===== src/logic/rmrp_pkg.sv =====
package rmrp_pkg;

   // ----------------------------------------------------------------
   // register indices (byte address is four times the index)
   // ----------------------------------------------------------------
   localparam logic [6:0] IDX_DATA_FIFO_PORT     = 7'h00;
   localparam logic [6:0] IDX_OPERATING_MODE     = 7'h01;
   localparam logic [6:0] IDX_RESERVED_FIRST     = 7'h02;
   localparam logic [6:0] IDX_RESERVED_LAST      = 7'h05;
   localparam logic [6:0] IDX_CARRIER_FREQ_HIGH  = 7'h06;
   localparam logic [6:0] IDX_MODEM_PAGE_FIRST   = 7'h07;
   localparam logic [6:0] IDX_SHARED_FIRST       = 7'h0d;
   localparam logic [6:0] IDX_SHARED_LAST        = 7'h3f;
   localparam logic [6:0] IDX_MODEM_PAGE_LAST    = 7'h60;
   localparam logic [6:0] IDX_BANK_FIRST         = 7'h61;
   localparam logic [6:0] IDX_HF_GAIN_REF        = 7'h61;
   localparam logic [6:0] IDX_HF_GAIN_THR_ONE    = 7'h62;
   localparam logic [6:0] IDX_HF_GAIN_THR_TWO    = 7'h63;
   localparam logic [6:0] IDX_HF_GAIN_THR_THREE  = 7'h64;
   localparam logic [6:0] IDX_HF_SYNTH_LOOP      = 7'h70;
   localparam logic [6:0] IDX_BANK_LAST          = 7'h73;

   // ----------------------------------------------------------------
   // operating mode control field positions
   // ----------------------------------------------------------------
   localparam int POS_MODEM_SELECT = 7;
   localparam int POS_SHARED_PAGE  = 6;
   localparam int POS_BAND_BANK    = 3;
   localparam int POS_MODE_MSB     = 2;
   localparam int POS_LF_BANK_SLOT = 1;

   // ----------------------------------------------------------------
   // device modes and bus handshake states
   // ----------------------------------------------------------------
   typedef enum logic [2:0] {
      sleep_state            = 3'b000,
      standby_state          = 3'b001,
      tx_synth_state         = 3'b010,
      transmit_state         = 3'b011,
      rx_synth_state         = 3'b100,
      rx_continuous_state    = 3'b101,
      rx_one_shot_state      = 3'b110,
      channel_activity_state = 3'b111
   } rmrp_mode_t;

   typedef enum logic [0:0] {
      bus_idle    = 1'b0,
      bus_ext_ack = 1'b1
   } rmrp_bus_t;

   // one band-specific bank of registers
   typedef struct packed {
      logic [5:0] gain_floor_level;
      logic [4:0] gain_thr_one;
      logic [7:0] gain_thr_two;
      logic [7:0] gain_thr_three;
      logic [7:0] synth_loop;
   } rmrp_bank_t;

   typedef struct packed {
      rmrp_bus_t        bus;
      logic             modem_select;
      logic             shared_page_access;
      logic             band_bank_select;
      rmrp_mode_t       mode;
      logic             mode_start;
      logic [7:0]       fifo_data;
      logic [7:0]       carrier_freq_high;
      rmrp_bank_t [1:0] bank;
      logic             ext_req;
      logic             ext_we;
      logic [6:0]       ext_addr;
      logic [7:0]       ext_wdata;
      logic             ext_fsk_page;
   } rmrp_state_t;

   // ----------------------------------------------------------------
   // values after reset
   // ----------------------------------------------------------------
   localparam logic [7:0] RST_OPERATING_MODE   = 8'h09;
   localparam logic [7:0] RST_DATA_FIFO_PORT   = 8'h00;
   localparam logic [7:0] RST_CARRIER_FREQ     = 8'h6c;
   localparam logic [7:0] RST_SYNTH_LOOP       = 8'hd0;

   localparam rmrp_bank_t RST_HF_BANK = '{
      gain_floor_level: 6'h1c, gain_thr_one: 5'h0e, gain_thr_two: 8'h5b,
      gain_thr_three: 8'hcc, synth_loop: RST_SYNTH_LOOP};
   localparam rmrp_bank_t RST_LF_BANK = '{
      gain_floor_level: 6'h19, gain_thr_one: 5'h0c, gain_thr_two: 8'h4b,
      gain_thr_three: 8'hcc, synth_loop: RST_SYNTH_LOOP};

   localparam rmrp_state_t RST_STATE = '{
      bus: bus_idle, modem_select: 1'b0, shared_page_access: 1'b0,
      band_bank_select: 1'b1, mode: standby_state, mode_start: 1'b0,
      fifo_data: RST_DATA_FIFO_PORT, carrier_freq_high: RST_CARRIER_FREQ,
      bank: '{RST_LF_BANK, RST_HF_BANK}, ext_req: 1'b0, ext_we: 1'b0,
      ext_addr: 7'h00, ext_wdata: 8'h00, ext_fsk_page: 1'b1};

endpackage


===== src/logic/rmrp_regs.sv =====
module rmrp_regs (
   input  wire logic        core_clk_i,
   input  wire logic        resetn_i,
   input  wire logic        psel_i,
   input  wire logic        penable_i,
   input  wire logic        pwrite_i,
   input  wire logic [8:0]  paddr_i,
   input  wire logic [31:0] pwdata_i,
   output      logic [31:0] prdata_o,
   output      logic        pready_o,
   output      logic        pslverr_o,
   output      logic        ext_req_o,
   output      logic        ext_we_o,
   output      logic [6:0]  ext_addr_o,
   output      logic [7:0]  ext_wdata_o,
   output      logic        ext_fsk_page_o,
   input  wire logic [7:0]  ext_rdata_i,
   output      logic        modem_select_o,
   output      logic        band_bank_select_o,
   output      logic [2:0]  mode_o,
   output      logic        mode_start_o,
   output      logic [7:0]  carrier_freq_high_o,
   output      logic [5:0]  gain_floor_level_o,
   output      logic [4:0]  gain_threshold_first_o,
   output      logic [3:0]  gain_threshold_second_o,
   output      logic [3:0]  gain_threshold_third_o,
   output      logic [3:0]  gain_threshold_fourth_o,
   output      logic [3:0]  gain_threshold_fifth_o,
   output      logic [1:0]  synth_loop_bandwidth_o
);

   rmrp_pkg::rmrp_state_t q;
   rmrp_pkg::rmrp_state_t d;
   logic [6:0]            idx;
   logic                  access;
   logic                  misaligned;
   logic                  fifo_locked;
   logic                  bad;
   logic                  is_ext;
   logic                  is_shared;
   logic                  wr_local;
   logic [7:0]            local_rdata;
   logic                  slot;

   // ----------------------------------------------------------------
   // address decode
   // ----------------------------------------------------------------
   // misaligned byte addresses answer with an error instead of aliasing
   assign idx        = paddr_i[8:2];
   assign access     = psel_i & penable_i;
   assign misaligned = (paddr_i[1:0] != 2'b00);
   assign fifo_locked = (idx == rmrp_pkg::IDX_DATA_FIFO_PORT) &&
                        (q.mode == rmrp_pkg::sleep_state);
   assign bad        = misaligned | fifo_locked;
   assign is_ext     = ((idx >= rmrp_pkg::IDX_MODEM_PAGE_FIRST) &&
                        (idx <= rmrp_pkg::IDX_MODEM_PAGE_LAST)) ||
                       (idx > rmrp_pkg::IDX_BANK_LAST);
   assign is_shared  = (idx >= rmrp_pkg::IDX_SHARED_FIRST) &&
                       (idx <= rmrp_pkg::IDX_SHARED_LAST);
   // band bit 1 selects the low band slot, 0 the high band slot
   assign slot       = q.band_bank_select;

   // ----------------------------------------------------------------
   // bus handshake
   // ----------------------------------------------------------------
   // local registers answer with no wait; the modem pages need one extra
   // cycle so the far side can return its byte from a registered request
   assign pready_o  = access & (bad | ~is_ext | (q.bus == rmrp_pkg::bus_ext_ack));
   assign pslverr_o = access & pready_o & bad;
   assign wr_local  = access & pwrite_i & ~bad & ~is_ext;

   // local read mux, reserved and unused bits read zero
   always_comb begin
      local_rdata = 8'h00;
      case (idx)
         rmrp_pkg::IDX_DATA_FIFO_PORT: begin
            local_rdata = q.fifo_data;
         end
         rmrp_pkg::IDX_OPERATING_MODE: begin
            local_rdata = {q.modem_select, q.shared_page_access, 2'b00,
                           q.band_bank_select, q.mode};
         end
         rmrp_pkg::IDX_CARRIER_FREQ_HIGH: begin
            local_rdata = q.carrier_freq_high;
         end
         rmrp_pkg::IDX_HF_GAIN_REF: begin
            local_rdata = {2'b00, q.bank[slot].gain_floor_level};
         end
         rmrp_pkg::IDX_HF_GAIN_THR_ONE: begin
            local_rdata = {3'b000, q.bank[slot].gain_thr_one};
         end
         rmrp_pkg::IDX_HF_GAIN_THR_TWO: begin
            local_rdata = q.bank[slot].gain_thr_two;
         end
         rmrp_pkg::IDX_HF_GAIN_THR_THREE: begin
            local_rdata = q.bank[slot].gain_thr_three;
         end
         rmrp_pkg::IDX_HF_SYNTH_LOOP: begin
            local_rdata = q.bank[slot].synth_loop;
         end
         default: begin
            local_rdata = 8'h00;
         end
      endcase
   end

   // read data, upper 24 bits are always zero
   always_comb begin
      prdata_o = 32'h0000_0000;
      if (access && pready_o && !bad && !pwrite_i) begin
         if (is_ext) begin
            prdata_o = {24'h00_0000, ext_rdata_i};
         end else begin
            prdata_o = {24'h00_0000, local_rdata};
         end
      end
   end

   // ----------------------------------------------------------------
   // next state
   // ----------------------------------------------------------------
   always_comb begin
      d            = q;
      d.ext_req    = 1'b0;
      d.mode_start = 1'b0;

      // modem page requests: page tag follows modem and shared bits
      case (q.bus)
         rmrp_pkg::bus_idle: begin
            if (access && is_ext && !bad) begin
               d.ext_req   = 1'b1;
               d.ext_we    = pwrite_i;
               d.ext_addr  = idx;
               d.ext_wdata = pwdata_i[7:0];
               d.bus       = rmrp_pkg::bus_ext_ack;
               if (!q.modem_select) begin
                  d.ext_fsk_page = 1'b1;
               end else if (is_shared && q.shared_page_access) begin
                  d.ext_fsk_page = 1'b1;
               end else begin
                  d.ext_fsk_page = 1'b0;
               end
            end
         end
         rmrp_pkg::bus_ext_ack: begin
            d.bus = rmrp_pkg::bus_idle;
         end
         default: begin
            d.bus = rmrp_pkg::bus_idle;
         end
      endcase

      // local register writes
      if (wr_local) begin
         case (idx)
            rmrp_pkg::IDX_DATA_FIFO_PORT: begin
               d.fifo_data = pwdata_i[7:0];
            end
            rmrp_pkg::IDX_OPERATING_MODE: begin
               // the mode in force before this write decides the lock
               if (q.mode == rmrp_pkg::sleep_state) begin
                  d.modem_select = pwdata_i[rmrp_pkg::POS_MODEM_SELECT];
               end
               d.shared_page_access = pwdata_i[rmrp_pkg::POS_SHARED_PAGE];
               d.band_bank_select   = pwdata_i[rmrp_pkg::POS_BAND_BANK];
               d.mode = rmrp_pkg::rmrp_mode_t'(pwdata_i[rmrp_pkg::POS_MODE_MSB:0]);
               d.mode_start = 1'b1;
            end
            rmrp_pkg::IDX_CARRIER_FREQ_HIGH: begin
               d.carrier_freq_high = pwdata_i[7:0];
            end
            rmrp_pkg::IDX_HF_GAIN_REF: begin
               d.bank[slot].gain_floor_level = pwdata_i[5:0];
            end
            rmrp_pkg::IDX_HF_GAIN_THR_ONE: begin
               d.bank[slot].gain_thr_one = pwdata_i[4:0];
            end
            rmrp_pkg::IDX_HF_GAIN_THR_TWO: begin
               d.bank[slot].gain_thr_two = pwdata_i[7:0];
            end
            rmrp_pkg::IDX_HF_GAIN_THR_THREE: begin
               d.bank[slot].gain_thr_three = pwdata_i[7:0];
            end
            rmrp_pkg::IDX_HF_SYNTH_LOOP: begin
               // low six bits are stored as written, software keeps them
               d.bank[slot].synth_loop = pwdata_i[7:0];
            end
            default: begin
               // reserved and unused indices: writes have no effect
               d.fifo_data = d.fifo_data;
            end
         endcase
      end

      // fifo content does not survive sleep
      if (q.mode == rmrp_pkg::sleep_state) begin
         d.fifo_data = rmrp_pkg::RST_DATA_FIFO_PORT;
      end
   end

   // ----------------------------------------------------------------
   // state register
   // ----------------------------------------------------------------
   always_ff @(posedge core_clk_i) begin
      if (!resetn_i) begin
         q <= rmrp_pkg::RST_STATE;
      end else begin
         q <= d;
      end
   end

   // ----------------------------------------------------------------
   // outputs
   // ----------------------------------------------------------------
   // the radio core follows whichever bank is selected
   assign ext_req_o               = q.ext_req;
   assign ext_we_o                = q.ext_we;
   assign ext_addr_o              = q.ext_addr;
   assign ext_wdata_o             = q.ext_wdata;
   assign ext_fsk_page_o          = q.ext_fsk_page;
   assign modem_select_o          = q.modem_select;
   assign band_bank_select_o      = q.band_bank_select;
   assign mode_o                  = q.mode;
   assign mode_start_o            = q.mode_start;
   assign carrier_freq_high_o     = q.carrier_freq_high;
   assign gain_floor_level_o      = q.bank[slot].gain_floor_level;
   assign gain_threshold_first_o  = q.bank[slot].gain_thr_one;
   assign gain_threshold_second_o = q.bank[slot].gain_thr_two[7:4];
   assign gain_threshold_third_o  = q.bank[slot].gain_thr_two[3:0];
   assign gain_threshold_fourth_o = q.bank[slot].gain_thr_three[7:4];
   assign gain_threshold_fifth_o  = q.bank[slot].gain_thr_three[3:0];
   assign synth_loop_bandwidth_o  = q.bank[slot].synth_loop[7:6];

   // ----------------------------------------------------------------
   // assertions
   // ----------------------------------------------------------------
   property p_modem_lock;
      @(posedge core_clk_i) disable iff (!resetn_i)
      $changed(q.modem_select) |-> $past(q.mode) == rmrp_pkg::sleep_state;
   endproperty
   a_modem_lock: assert property (p_modem_lock) else $error("modem select moved out of sleep");

   property p_page_tag;
      @(posedge core_clk_i) disable iff (!resetn_i)
      ext_req_o && !(ext_addr_o >= 7'h0d && ext_addr_o <= 7'h3f) |-> ext_fsk_page_o == !modem_select_o;
   endproperty
   a_page_tag: assert property (p_page_tag) else $error("page tag wrong outside shared range");

   property p_shared_page;
      @(posedge core_clk_i) disable iff (!resetn_i)
      access && !pwrite_i && is_ext && !bad && q.bus == rmrp_pkg::bus_idle && is_shared
      |=> ext_req_o && ext_fsk_page_o == (!q.modem_select || q.shared_page_access);
   endproperty
   a_shared_page: assert property (p_shared_page) else $error("shared page decode wrong");

   property p_bank_keep;
      @(posedge core_clk_i) disable iff (!resetn_i)
      wr_local && idx == 7'h61 |=> ($past(slot) ? $stable(q.bank[0]) : $stable(q.bank[1]));
   endproperty
   a_bank_keep: assert property (p_bank_keep) else $error("unselected bank changed");

   property p_mode_start;
      @(posedge core_clk_i) disable iff (!resetn_i)
      wr_local && idx == 7'h01 |=> mode_start_o && mode_o == $past(pwdata_i[2:0]) ##1 !mode_start_o;
   endproperty
   a_mode_start: assert property (p_mode_start) else $error("mode write did not start mode");

   property p_reset_mode;
      @(posedge core_clk_i) disable iff (!resetn_i)
      $past(!resetn_i) |-> !modem_select_o && band_bank_select_o && mode_o == 3'h1
         && !q.shared_page_access;
   endproperty
   a_reset_mode: assert property (p_reset_mode) else $error("mode register reset value wrong");

   property p_fifo_sleep;
      @(posedge core_clk_i) disable iff (!resetn_i)
      q.mode == rmrp_pkg::sleep_state ##1 q.mode == rmrp_pkg::sleep_state |-> q.fifo_data == 8'h00;
   endproperty
   a_fifo_sleep: assert property (p_fifo_sleep) else $error("fifo not cleared in sleep");

   property p_fifo_refuse;
      @(posedge core_clk_i) disable iff (!resetn_i)
      access && idx == 7'h00 && !misaligned && mode_o == 3'h0 |-> pready_o && pslverr_o;
   endproperty
   a_fifo_refuse: assert property (p_fifo_refuse) else $error("fifo access allowed in sleep");

   property p_reset_banks;
      @(posedge core_clk_i) disable iff (!resetn_i)
      $past(!resetn_i) |-> q.bank[0] == {6'h1c, 5'h0e, 8'h5b, 8'hcc, 8'hd0}
         && q.carrier_freq_high == 8'h6c;
   endproperty
   a_reset_banks: assert property (p_reset_banks) else $error("high bank reset values wrong");

   property p_ref_upper_zero;
      @(posedge core_clk_i) disable iff (!resetn_i)
      access && !pwrite_i && pready_o && idx == 7'h61 && !misaligned |-> prdata_o[31:6] == 26'h0;
   endproperty
   a_ref_upper_zero: assert property (p_ref_upper_zero) else $error("gain ref upper bits set");

   property p_reserved_zero;
      @(posedge core_clk_i) disable iff (!resetn_i)
      access && pready_o && !misaligned && idx >= 7'h02 && idx <= 7'h05
      |-> prdata_o == 32'h0 && !pslverr_o
         ##1 ($stable(q.fifo_data) || q.mode == rmrp_pkg::sleep_state);
   endproperty
   a_reserved_zero: assert property (p_reserved_zero) else $error("reserved index not zero");

   property p_modem_hold;
      @(posedge core_clk_i) disable iff (!resetn_i)
      wr_local && idx == 7'h01 && q.mode != rmrp_pkg::sleep_state |=> $stable(modem_select_o);
   endproperty
   a_modem_hold: assert property (p_modem_hold) else $error("modem select moved");

   property p_ext_wait;
      @(posedge core_clk_i) disable iff (!resetn_i)
      access && is_ext && !bad && q.bus == rmrp_pkg::bus_idle
      |-> !pready_o ##1 pready_o && ext_req_o;
   endproperty
   a_ext_wait: assert property (p_ext_wait) else $error("modem page wait wrong");

   property p_fsk_page;
      @(posedge core_clk_i) disable iff (!resetn_i)
      ext_req_o && !modem_select_o |-> ext_fsk_page_o;
   endproperty
   a_fsk_page: assert property (p_fsk_page) else $error("shared bit used in fsk");

   property p_band_write;
      @(posedge core_clk_i) disable iff (!resetn_i)
      wr_local && idx == 7'h01 |=> band_bank_select_o == $past(pwdata_i[3]);
   endproperty
   a_band_write: assert property (p_band_write) else $error("band bit not written");

   property p_band_keep;
      @(posedge core_clk_i) disable iff (!resetn_i)
      $changed(band_bank_select_o) |-> $stable(q.bank);
   endproperty
   a_band_keep: assert property (p_band_keep) else $error("bank lost on band switch");

   property p_fifo_write_sleep;
      @(posedge core_clk_i) disable iff (!resetn_i)
      access && pwrite_i && idx == 7'h00 && mode_o == 3'h0 |=> q.fifo_data == 8'h00;
   endproperty
   a_fifo_write_sleep: assert property (p_fifo_write_sleep) else $error("fifo written asleep");

   property p_bw_write;
      @(posedge core_clk_i) disable iff (!resetn_i)
      wr_local && idx == 7'h70 |=> synth_loop_bandwidth_o == $past(pwdata_i[7:6]);
   endproperty
   a_bw_write: assert property (p_bw_write) else $error("bandwidth not written");

   property p_floor_write;
      @(posedge core_clk_i) disable iff (!resetn_i)
      wr_local && idx == 7'h61 |=> gain_floor_level_o == $past(pwdata_i[5:0]);
   endproperty
   a_floor_write: assert property (p_floor_write) else $error("gain floor not written");

endmodule


===== config.mk =====
export PLATFORM = sky130hd
export DESIGN_NAME = rmrp_regs
export DESIGN_NICKNAME = d
export VERILOG_FILES = /design/src/logic/rmrp_pkg.sv /design/src/logic/rmrp_regs.sv
export SDC_FILE = /design/constraint.sdc
export NUM_CORES = 1
export LEC_CHECK = 0
export BUFFER_PORTS_ARGS = -buffer_cell sky130_fd_sc_hd__buf_4
export CORE_MARGIN = 2
export CORE_UTILIZATION = 48
export CTS_CLUSTER_SIZE = 24
export DETAILED_ROUTE_END_ITERATION = 10
export PLACE_DENSITY_LB_ADDON = 0.2
export SYNTH_ARGS = -nofsm -noshare
export SYNTH_HDL_FRONTEND = slang
export SYNTH_SLANG_ARGS = --single-unit

===== constraint.sdc =====
create_clock -name core_clk_i -period 2 [get_ports core_clk_i]
set_input_delay 0.2 -clock core_clk_i [delete_from_list [all_inputs] [get_ports core_clk_i]]
set_output_delay 0.2 -clock core_clk_i [all_outputs]
set_load 0.02 [all_outputs]

==> Word level (Yosys, flattened, before mapping) <==
Cells that the tools add are included.
{ "word_totals": {"output_inout_bits": 95, "reg_bits": 112, "in_bits": 54, "elab_cells": 104} }
{ "classes": {"bitwise_logic": 14, "eq_ne": 7, "n_mux": 27, "n_reduce_logical": 26, "magnitude_cmp": 7} }
{ "ops": {"columns": ["op", "n"], "rows": [
  ["bitwise mux 70 bit", 5],
  ["case mux 70 bit (5 select lines)", 1],
  ["demux 35 bit (select 1 bit)", 5],
  ["2-to-1 mux 35 bit", 3],
  ["case mux 8 bit (8 select lines)", 1],
  ["equality test 7 bit (second input constant)", 5],
  ["2-to-1 mux 29 bit", 1],
  ["2-to-1 mux 24 bit", 1],
  ["2-to-1 mux 8 bit", 3],
  ["2-to-1 mux 18 bit", 1],
  ["2-to-1 mux 16 bit", 1],
  ["AND reduction 2 bit", 6],
  ["logical AND 1 bit", 10],
  ["AND 1 bit", 7],
  ["equality test 7 x 1 -> 1 bit (second input constant)", 1],
  ["equality test 7 x 3 -> 1 bit (second input constant)", 1],
  ["greater-or-equal comparator 7 x 3 -> 1 bit (second input constant)", 1],
  ["greater-or-equal comparator 7 x 4 -> 1 bit (second input constant)", 1],
  ["> comparator 7 bit (second input constant)", 1],
  ["<= comparator 7 x 6 -> 1 bit (second input constant)", 1],
  ["<= comparator 7 bit (second input constant)", 1],
  ["zero test 7 bit", 1],
  ["nonzero test 5 bit", 1],
  ["2-to-1 mux 1 bit", 4],
  ["other kinds (11)", 18]
]} }

==> Depth between registers and ports, before layout <==
Gate-level depths: netlist of run 1.
{ "depth": {"depth_word": 11, "mapped_depth": 8, "mapped_depth_nobuf": 4} }

==> Least setup slack after synthesis of run 1 <==
Ideal clock, no wire load.
{ "synth_timing": {"path_kind": "input to output", "from": "in paddr_i[4]", "to": "out prdata_o[3]", "setup_slack_ns": -0.314, "t_arrival_ns": 2.114, "path_buffers": 3, "stages": 7, "cell_sequence": "buf_2 -> or4_1 -> clkbuf_1 -> a222oi_1 -> buf_2 -> a22oi_1 -> a41oi_1"} }
{ "synth_between": {"elab_chain_len": 11} }
{ "synth_rtl": {"columns": ["element", "line", "text"], "rows": [
  ["start: declaration", "rmrp_regs.sv:7", "input wire logic [8:0] paddr_i,"],
  ["greater-or-equal comparator 7 x 3 -> 1 bit or <= comparator 7 bit (tied branches)", "rmrp_regs.sv:55, rmrp_regs.sv:56", null],
  ["logical AND 1 bit", "rmrp_regs.sv:55", "assign is_ext = ((idx >= rmrp_pkg::IDX_MODEM_PAGE_FIRST) &&"],
  ["logical OR 1 bit", "rmrp_regs.sv:56", "(idx <= rmrp_pkg::IDX_MODEM_PAGE_LAST)) ||"],
  ["NOT 1 bit", "rmrp_regs.sv:68", "assign pready_o = access & (bad | ~is_ext | (q.bus == rmrp_pkg::bus_ext_ack));"],
  ["bitwise OR 1 bit (2 in series)", "rmrp_regs.sv:68", null],
  ["AND 1 bit", "rmrp_regs.sv:68", null],
  ["logical AND 1 bit (3 in series)", "rmrp_regs.sv:110", "if (access && pready_o && !bad && !pwrite_i) begin"],
  ["2-to-1 mux 8 bit (*)", "rmrp_regs.sv:110", null],
  ["end: declaration", "rmrp_regs.sv:9", "output logic [31:0] prdata_o,"]
]} }
Every way passes the cells marked *; elsewhere a longest branch is shown, timed or not.

==> Final worst setup path of run 1 <==
{ "layout_timing": {"from": "reg q, in the netlist band_bank_select_o", "to": "out prdata_o[4]"} }
{ "layout_between": {"elab_chain_len": 5} }
{ "layout_rtl": {"columns": ["element", "line", "text"], "rows": [
  ["start: declaration", "rmrp_regs.sv:32", "rmrp_pkg::rmrp_state_t q;"],
  ["start signal: assignment", "rmrp_regs.sv:206", "q <= rmrp_pkg::RST_STATE;"],
  ["2-to-1 mux 35 bit (implied by the code)", "rmrp_regs.sv:99", "local_rdata = q.bank[slot].synth_loop;"],
  ["2-to-1 mux 35 bit", null, null],
  ["case mux 8 bit (8 select lines)", "rmrp_regs.sv:75", "case (idx)"],
  ["2-to-1 mux 8 bit", "rmrp_regs.sv:111", "if (is_ext) begin"],
  ["2-to-1 mux 8 bit", "rmrp_regs.sv:110", null]
]} }
No other way between the ends. The select of a mux whose other input is x is not followed.

==> results of run 1 <==
==> worst min-delay path, stage by stage <==
cell and delay [ns]:
buf_6 0.11, nand2_1 0.05, mux2i_1 0.05
==> per-layer routing <==
layer	share of wire	up-vias
met5	0	-
met3	0.091	45
met4	0.038	0
met2	0.46	310
li1	-	2718
met1	0.42	2838
==> power by group through the flow <==
stage                     clock (mW)  sequential [mW]  combinational, mW
final                           1.74             2.22              0.448
after global routing            1.85             2.22              0.472
after CTS                       1.76             2.22              0.430
after detailed placement           0             2.27              0.414
after global placement             0             2.27              0.408
after floorplan                    0             2.27              0.272
==> cell families after synthesis <==
group                  synth area share
flip-flops                       0.3849
AND/OR/NAND/NOR                  0.2013
AO/OA/AOI/OAI                    0.1909
other                         0.0006496
multiplexers                     0.1058
buffers and inverters            0.1164
==> cells in the final DEF, fill, tap and decap left out, types with 2 or more instances in the layout <==
cell        synthesis  layout
a31oi_4             0       5
or3_1               3       2
clkinvlp_4          0       3
buf_4              50     171
nand2_1            43      43
mux2_2             32      23
conb_1              1      24
a311oi_1            2       2
and2_1              3       3
a222oi_1            4       4
buf_8               1       2
nor3_1              6       4
nor4bb_1            2       2
a22oi_2             0       9
mux2_4              0       9
a21oi_1            52      50
o21ai_0            88      88
buf_12              0       6
and3_1              3       3
nand4_1             2       2
mux2i_1            25      24
o2bb2ai_1           4       4
buf_6               1      12
nor2b_1             2       2
a41oi_4             0       2
nor2_1             17      17
a22o_1              2       2
clkbuf_16           0       9
dfxtp_2             0       3
a22oi_1            15       6
o32a_1              5       5
nand3_1           133     133
dfxtp_1           111     107
nor3_2              0       2
nor4_2              2       2
inv_1               5       5
==> final cells by class <==
class / instances / area [sq um]
inverter: 7 / 26.28
tap: 147 / 183.9
timing repair buffer: 191 / 1569
clock buffer: 10 / 239.0
clock inverter: 5 / 42.54
sequential: 111 / 2230
fill: 1006 / 4342
multi-input combinational: 499 / 3229
==> final timing paths <==
kind	start	end	slack (ns)	depth (start not counted)
setup / recovery	band_bank_select_o$_SDFFE_PN1P_	prdata_o[4]	-0.26	5
hold / removal	paddr_i[5]	ext_addr_o[3]$_SDFFE_PN0P_	0.10	3
hold reg to reg	ext_addr_o[3]$_SDFFE_PN0P_	ext_addr_o[3]$_SDFFE_PN0P_	0.46	2
setup reg to reg	band_bank_select_o$_SDFFE_PN1P_	register	0.38	7
==> what timing repair did <==
item	CTS	global route
setup endpoints to repair	9	9
hold buffers	0	0
pin swaps	9	6
gates resized for setup	31	15
setup buffers	4	3
==> metrics, run 1 <==
placed insts=949; dpl hpwl=13,300 um; CTS sink cnt=111; GRT met2 Usage=0.4655; Slew Limit Headroom=0.6334; buffers plus inverters on the worst setup path=1; register bit total from synthesis=111; PnR Total Power=4.401 mW; Max Clock Skew=0.005750 ns; Pwr per Cell Area=585.2 mW/mm^2; first-pass GRT wire length=30,520 um; violated checks=setup timing; synthesized area=0.005773 sq mm; crit path time final=2.265 ns; Post-DRT Antenna Nets=0; top post-synthesis cells by count=nand3_1 (133), dfxtp_1 (111), o21ai_0 (88), clkbuf_1 (58), a21oi_1 (52); routed length per instance=20.21 um; Worst EP arrival=2.06 ns; initial core utilization=0.4867; H-tree level count=3; Final Max Tran Viols=0; Starting DRT DRC Count=695; static leakage=2.823 nW; worst path cell trace=mux2_4 > mux2_4 > a222oi_1 > a21oi_4 > buf_6; layout cell share with drive strength beyond 1=0.3329; Worst Max-Slew Pin Slew=0.5462 ns; Post-synth EDFFs=0; largest area contributor in the netlist=dfxtp_1; clk buf depth=2; met1 GRT Util=0.4199; die width=113.7 um; Final Util=0.6340; layer carrying the most global-route usage=met2; initial antenna violation count=0; GPL Wtd Cong=0.9586; met3 Usage GRT=0.03826; Core Rows=40; fmax=0.4416 GHz; Clk pwr share=0.395; Ant. Diodes=0; count leader, synth=nand3_1; vias in the first global route=5,541; outcome=finished, violations left; final hold vios=0; Seq pwr share=0.504; GR Overflow Total=0; critical path required time=1.80 ns; TritonRoute pass-1 iters=7; clk slew on worst S/H paths=0.07 ns; worst hold slack=0.1012 ns; TritonCTS buffer count=9; area grow syn2layout=30.26%; Cell Count, Final, Fillers Out=970; fin nets=873; vias per inst=6.094; via count=5,911; Setup crit start kind=register; CP delay by family, top=multiplexers; Placement Setup Slack=-0.2297 ns; Worst VDD drop=0.3477 mV; most common flop cell mapped by yosys=dfxtp_1; Port Buffers=100; WS Path Type=reg -> out; Core ar.=0.01186 sq mm; CTS root buf=clkbuf_16; GRT Total Usage=0.3024; Placement Cell Area=0.006998 sq mm; syn avg cell area=8.131 sq um; most used cell, CP=mux2_4; Worst Hold Class=in -> reg; IO Pins=149; Synth warnings=0; largest net degree at the start of global routing=49; die area=0.01292 sq mm; detailed-route DRC error count=0; Internal=3.254 mW; setup_tns=-1.721 ns; Die Span Y=113.7 um; Setup violations, final=9; critical path endpoint category=output port; slowest stage delay, CP=0.42 ns; CTS tree=yes; asr flop ratio synth=0; Gate power share=0.102; max cap viols=0; CP max FO=6; share of the synthesized area in the top cell type=0.3849; post-synthesis cell count=710; Yosys cell types=55; RSZ-0062 raised after global routing=true; period utilization=1.132; Psw=1.147 mW; final instance area=0.007520 sq mm; register area share after synthesis=0.3849; WL final=19,600 um; switch share=0.2605; Clock Latency Late Sink=0.36 ns; min setup slack post-route=-0.2646 ns; Slowest-stage cell, CP=dfxtp_4; synth top area cells=dfxtp_1 (38%), nand3_1 (12%), o21ai_0 (7.6%), buf_4 (6.5%), mux2_2 (6.2%)
No activity file was read; power rests on OpenSTA's default activity.
==> run 2: changes to the inputs <==
- CORE_UTILIZATION: 48 -> 53
- HOLD_SLACK_MARGIN: default -> 0.12
- clock period: 2 -> 2.45 ns (I/O delays scaled with it)
==> run 2 against run 1 <==
  * The run now ends clean
  * Design area decreased by 9.7%
  * Hold slack improved by 0.042 ns
  * Core utilization decreased by 0.17 points
  * Largest power group unchanged
  * Sequential share of layout area increased by 3.3 points
  * Non-clock buffer count decreased by 50
  * Routed wire length decreased by 5.4%
  * Final cell count decreased by 5.8%
  * Clock power decreased by 22%
  * Sequential cell count unchanged
==> metrics, run 2 (synthesized netlist as in run 1, its figures left out) <==
outcome=finished clean; Worst Hold Class=in -> reg; Die Span Y=108.4 um (-4.7%); Worst EP arrival=2.17 ns (+0.11 ns); most common cell after layout, fill and taps aside=buf_4; most frequent cells in the layout=buf_4 (137), nand3_1 (133), dfxtp_1 (107), o21ai_0 (88), a21oi_1 (51); die width=108.4 um (-4.7%); crit path time final=2.414 ns; largest net degree at the start of global routing=43 (-12%); detailed-route DRC error count=0 (unchanged); WS Path Type=reg -> out; dpl hpwl=12,460 um (-6.3%); WL final=18,550 um (-5.4%); Placement Cell Area=0.006451 sq mm (-7.8%); CTS tree=yes; Setup crit start kind=register; final instance area=0.006794 sq mm (-9.7%); crit path from=mode_o[2]$_SDFFE_PN0P_; initial antenna violation count=0 (unchanged); vias in the first global route=5,171 (-6.7%); die area=0.01174 sq mm (-9.1%); Clock Latency Late Sink=0.39 ns (+0.03 ns); worst reg2reg startpoint=mode_o[2]$_SDFFE_PN0P_; Core ar.=0.01075 sq mm (-9.4%); GRT Total Usage=0.3096 (+0.007130); layout cell share with drive strength beyond 1=0.2636 (-0.06936); Worst Reg-to-Reg Cells=6 (-1); Final Max Tran Viols=0 (unchanged); Slew Limit Headroom=0.6554 (+0.02197); CTS root buf=clkbuf_8; H-tree level count=3 (unchanged); CTS sink cnt=111 (unchanged); IO Pins=149 (unchanged); final hold vios=0 (unchanged); Worst Max-Slew Pin Slew=0.5157 ns (-0.03050 ns); Starting DRT DRC Count=690 (-0.72%); area grow syn2layout=17.69%; critical path endpoint category=output port; Hold Startpoint=paddr_i[5]; routed length per instance=20.29 um (+0.43%); TritonCTS buffer count=9 (unchanged); Port Buffers=100 (unchanged); GR Overflow Total=0 (unchanged); fin nets=823 (-5.7%); critical path required time=2.20 ns (+0.40 ns); Ant. Diodes=0 (unchanged); Setup violations, final=0 (-9); Pwr per Cell Area=512.8 mW/mm^2 (-12%); RSZ-0062 raised after global routing=false; static leakage=2.496 nW (-12%); TritonRoute pass-1 iters=5 (-2); Post-DRT Antenna Nets=0 (unchanged); min setup slack post-route=0.03627 ns (+0.3009 ns); vias per inst=6.335 (+4.0%); worst hold path stage count=3 (unchanged); max cap viols=0 (unchanged); Placement Setup Slack=-0.02075 ns (+0.2090 ns); fmax=0.4143 GHz; hold-fix buffers at CTS=0 (unchanged); clk buf depth=2 (unchanged); fillers=926 (-8.0%); GPL Wtd Cong=0.9938 (+3.7%); period utilization=0.9852; Final Util=0.6323 (-0.001688); Core Rows=38 (-5.0%); via count=5,790 (-2.0%); clk slew on worst S/H paths=0.10 ns (+0.03 ns); initial core utilization=0.5373 (+0.05055); CP max FO=8 (+2); first-pass GRT wire length=28,050 um (-8.1%); PnR Total Power=3.484 mW (-21%); Worst VDD drop=0.2759 mV (-21%); Max Clock Skew=0.01167 ns (+0.005915 ns)
-- run 2: changes by cell type in the layout (fill, tap and decap cells not counted), moves of 5 or more --
cell       before  now
a31oi_1         1    6
mux2_4          9    0
mux2_2         23   32
buf_6          12    1
clkbuf_8        1    9
clkbuf_16       9    0
a22oi_1         6   14
a22oi_2         9    1
buf_4         171  137
a31oi_4         5    0
-- run 2: power breakdown --
| group | leakage, nW | internal [mW] | switching, mW |
|---|---|---|---|
| Sequential | 0.897 | 1.80 | 0.00308 |
| Clock | 0.126 | 0.694 | 0.671 |
| Combinational | 1.47 | 0.0954 | 0.217 |
-- run 2: worst paths after layout --
kind / slack (ns) / to
worst min-delay path: 0.14 / ext_addr_o[3]$_SDFFE_PN0P_
worst min register to register: 0.47 / ext_addr_o[6]$_SDFFE_PN0P_
worst max register to register: 0.77 / ext_wdata_o[2]$_SDFFE_PN0P_
worst max-delay path: 0.04 / prdata_o[2]
-- run 2: metal layers --
layer | track usage | share of wire | routed length, um
met5 | 0 | 0 | 0
met4 | 0.1694 | 0.041 | 761
met3 | 0.04099 | 0.097 | 1796
met2 | 0.4605 | 0.44 | 8247
met1 | 0.4334 | 0.42 | 7743
-- run 2: critical path, stage by stage, from the launching register on --
cell and delay (ns):
dfxtp_4 0.39, nor3_2 0.06, a311o_1 0.35, a2111o_1 0.55
a31oi_1 0.25, buf_4 0.18
-- run 2: final cells by class --
class                           instances  area (sq um)  share of cell area
Tap cell                              140         175.2             0.02578
Multi-Input combinational cell        499          3004              0.4422
Clock buffer                            9         123.9             0.01823
Inverter                                7         26.28            0.003867
Sequential cell                       111          2237              0.3293
Timing Repair Buffer                  141          1100              0.1619
Clock inverter                          7         127.6             0.01878
-- run 2: timing repair --
item | 4_1_cts | 5_1_grt
resized for setup | 3 | 10
buffers inserted | 1 | 5
endpoints found under the setup margin | 8 | 6
pin swaps | 3 | 4
-- run 2: metrics by stage --
step / TNS [ns] / hold slack, ns / cells
after CTS: -0.003862 / 0.1394 / 909
final: 0 / 0.1437 / 914
after global routing: 0 / 0.1715 / 914
after floorplan: 0 / 0.3871 / 733
after global placement: 0 / 0.4446 / 892
after detailed placement: -0.02075 / 0.4495 / 892
==> run 3: changes to the inputs <==
- ABC_AREA: default -> 1
- CORE_UTILIZATION: 53 -> 56
==> run 3 against run 2 <==
  * Register-to-register slack worse by 0.28 ns
  * Non-clock buffer count decreased by 5
  * Sequential cell count unchanged
  * Core utilization up 2.8 points
  * Final cell count up 60%
  * Clock skew grew 0.00084 ns
  * Routed wire length is 25% higher
  * First-iteration DRC count up 50%
  * Critical endpoint is now prdata_o[3]
  * Largest cell class unchanged
==> metrics, run 3 <==
routed length per instance=15.83 um (-22%); vias in the first global route=6,958 (+35%); worst reg2reg startpoint=mode_o[1]$_SDFFE_PN0P_; Slew Limit Headroom=0.5479 (-0.1075); final hold vios=0 (unchanged); register area share after synthesis=0.3007 (-0.08420); worst hold slack=0.1489 ns (+0.005226 ns); die width=118.9 um (+9.7%); Final Max Tran Viols=0 (unchanged); Placement Cell Area=0.008029 sq mm (+24%); most common flop cell mapped by yosys=dfxtp_1; Core ar.=0.01277 sq mm (+19%); layer carrying the most global-route usage=met2; Synth warnings=0 (unchanged); setup_tns=0 ns (unchanged); met3 Usage GRT=0.05939 (+0.01840); Worst VDD drop=0.2882 mV (+4.5%); worst hold path stage count=3 (unchanged); area grow syn2layout=14.14%; most frequent cells in the layout=nand2_1 (394), nor2_1 (134), buf_4 (132), inv_1 (112), dfxtp_1 (110); GR Overflow Total=0 (unchanged); top post-synthesis cells by count=nand2_1 (394), nor2_1 (136), inv_1 (112), dfxtp_1 (111), nand3_1 (105); fmax=0.4135 GHz (-0.19%); period utilization=0.9871 (+0.001882); Setup crit start kind=register; Max Clock Skew=0.01251 ns (+0.0008433 ns); vias per inst=5.621 (-11%); Die Span Y=118.9 um (+9.7%); register bit total from synthesis=111 (unchanged); PnR Total Power=3.854 mW (+11%); synth top area cells=dfxtp_1 (30%), nand2_1 (20%), nand3_1 (7.1%), nor2_1 (6.9%), inv_1 (5.7%); critical path required time=2.20 ns (about the same); Worst Max-Slew Pin Slew=0.6756 ns (+0.1599 ns); first-pass GRT wire length=36,140 um (+29%); post-synthesis cell count=1,229 (+73%); Hold Startpoint=pwdata_i[6]; initial core utilization=0.5785 (+0.04125); Ant. Diodes=0 (unchanged); crit path from=band_bank_select_o$_SDFFE_PN1P_; IO Pins=149 (unchanged); dpl hpwl=15,500 um (+24%); Multi-input gate area=0.004145 sq mm (+38%); Port Buffers=100 (unchanged); fin nets=1,338 (+63%); Setup violations, final=0 (unchanged); Core Rows=41 (+7.9%); Yosys cell types=37 (-33%); synthesized area=0.007390 sq mm (+28%); layout cell share with drive strength beyond 1=0.1451 (-0.1185); GPL Wtd Cong=0.9815 (-1.2%); WL final=23,120 um (+25%); GRT met2 Usage=0.4824 (+0.02193); met1 GRT Util=0.4425 (+0.009031); static leakage=4.239 nW (+70%); critical path endpoint category=output port; crit path time final=2.418 ns (+0.004611 ns); Pwr per Cell Area=456.9 mW/mm^2 (-11%); count leader, synth=nand2_1; register area=0.002226 sq mm (-0.50%); share of the synthesized area in the top cell type=0.3007 (-0.08420); most common cell after layout, fill and taps aside=nand2_1; Post-DRT Antenna Nets=0 (unchanged); Worst Reg-to-Reg Cells=10 (+4); detailed-route DRC error count=0 (unchanged); max cap viols=0 (unchanged); Worst EP arrival=2.17 ns (about the same); initial antenna violation count=0 (unchanged); fillers=1,228 (+33%); syn avg cell area=6.013 sq um (-26%); asr flop ratio synth=0 (unchanged); Worst Hold Class=in -> reg; Post-synth EDFFs=0 (unchanged); TritonCTS buffer count=9 (unchanged); via count=8,212 (+42%); H-tree level count=3 (unchanged); outcome=finished clean; CTS tree=yes; Clock Latency Late Sink=0.37 ns (-0.02 ns); CP max FO=40 (+32); GRT Total Usage=0.3202 (+0.01068); largest area contributor in the netlist=dfxtp_1; clk slew on worst S/H paths=0.09 ns (about the same); final instance area=0.008434 sq mm (+24%); Starting DRT DRC Count=1,033 (+50%); CTS root buf=clkbuf_16; TritonRoute pass-1 iters=7 (+2); clk buf depth=2 (unchanged); WS Path Type=reg -> out; largest net degree at the start of global routing=65 (+51%); CTS sink cnt=111 (unchanged); die area=0.01413 sq mm (+20%)
==> run 3: changes by cell type after synthesis, sizes merged, moves of 15 or more <==
cell	previous run	this run
a21oi	52	76
nor2	17	146
inv	6	118
clkbuf	58	27
nand3	133	107
buf	58	88
a22oi	15	0
mux2	32	0
o21ai	88	50
nand2	43	402
nand4	2	47
mux2i	25	0
o211ai	1	21
==> run 3: timing repair <==
item | in CTS | in global routing
setup endpoints to repair | 3 | 8
hold buffers | 2 | 0
hold endpoints to repair | 2 | 0
pin swaps | 0 | 0
setup buffers | 1 | 2
gates resized for setup | 0 | 7
==> run 3: cells by family (layout without fill, tap and decap cells) <==
family                 after synthesis  in the layout  share of synthesized area
AO/OA/AOI/OAI                      159            159                     0.1189
other                                1             24                  0.0005075
flip-flops                         111            111                     0.3007
AND/OR/NAND/NOR                    720            720                     0.4243
buffers and inverters              238            275                     0.1556
==> run 3: report_power, final <==
group | leakage (nW) | switching, mW | internal [mW]
Sequential | 0.896 | 0.00529 | 1.81
Combinational | 3.18 | 0.267 | 0.109
Clock | 0.162 | 0.823 | 0.840
==> run 3: path summary, 6_finish.rpt <==
path,end,slack [ns]
min,q[102]$_SDFFE_PP0P_,0.15
max,prdata_o[3],0.03
min reg2reg,register,0.45
max reg2reg,register,0.49
==> run 3: routing by layer <==
| metal | wire length [um] | vias to the layer above |
|---|---|---|
| li1 | - | 3976 |
| met1 | 9726 | 3727 |
| met2 | 10210 | 459 |
| met3 | 2428 | 50 |
| met4 | 762 | 0 |
| met5 | 0 | - |
==> run 3: final cells by class <==
| cell class | count | area share |
|---|---|---|
| multi-input cells | 903 | 0.4915 |
| flip-flops and latches | 111 | 0.2639 |
| repair buffers | 136 | 0.1246 |
| inverters | 123 | 0.05474 |
| clock buffers | 9 | 0.02670 |
| well taps | 172 | 0.02552 |
| clock inverters | 7 | 0.01305 |
==> run 3: critical path: stages, from the launching register on <==
cell and delay (ns):
dfxtp_4 0.43, buf_12 0.21, o21ai_0 0.21, nand2_1 0.12
nand2_1 0.05, nor2_1 0.24, nand2_1 0.17, a21oi_1 0.15
nor2_1 0.06, buf_4 0.15
==> run 3: stage by stage <==
step	setup WS, ns	utilization	instances
2_1_floorplan	0.2435	-	1252
3_3_place_gp	0.2409	0.6286	1440
3_5_place_dp	0.2210	0.6286	1440
4_1_cts	0.003866	0.6570	1459
5_1_grt	-0.01517	0.6603	1461
6_report	0.03166	0.6603	1461
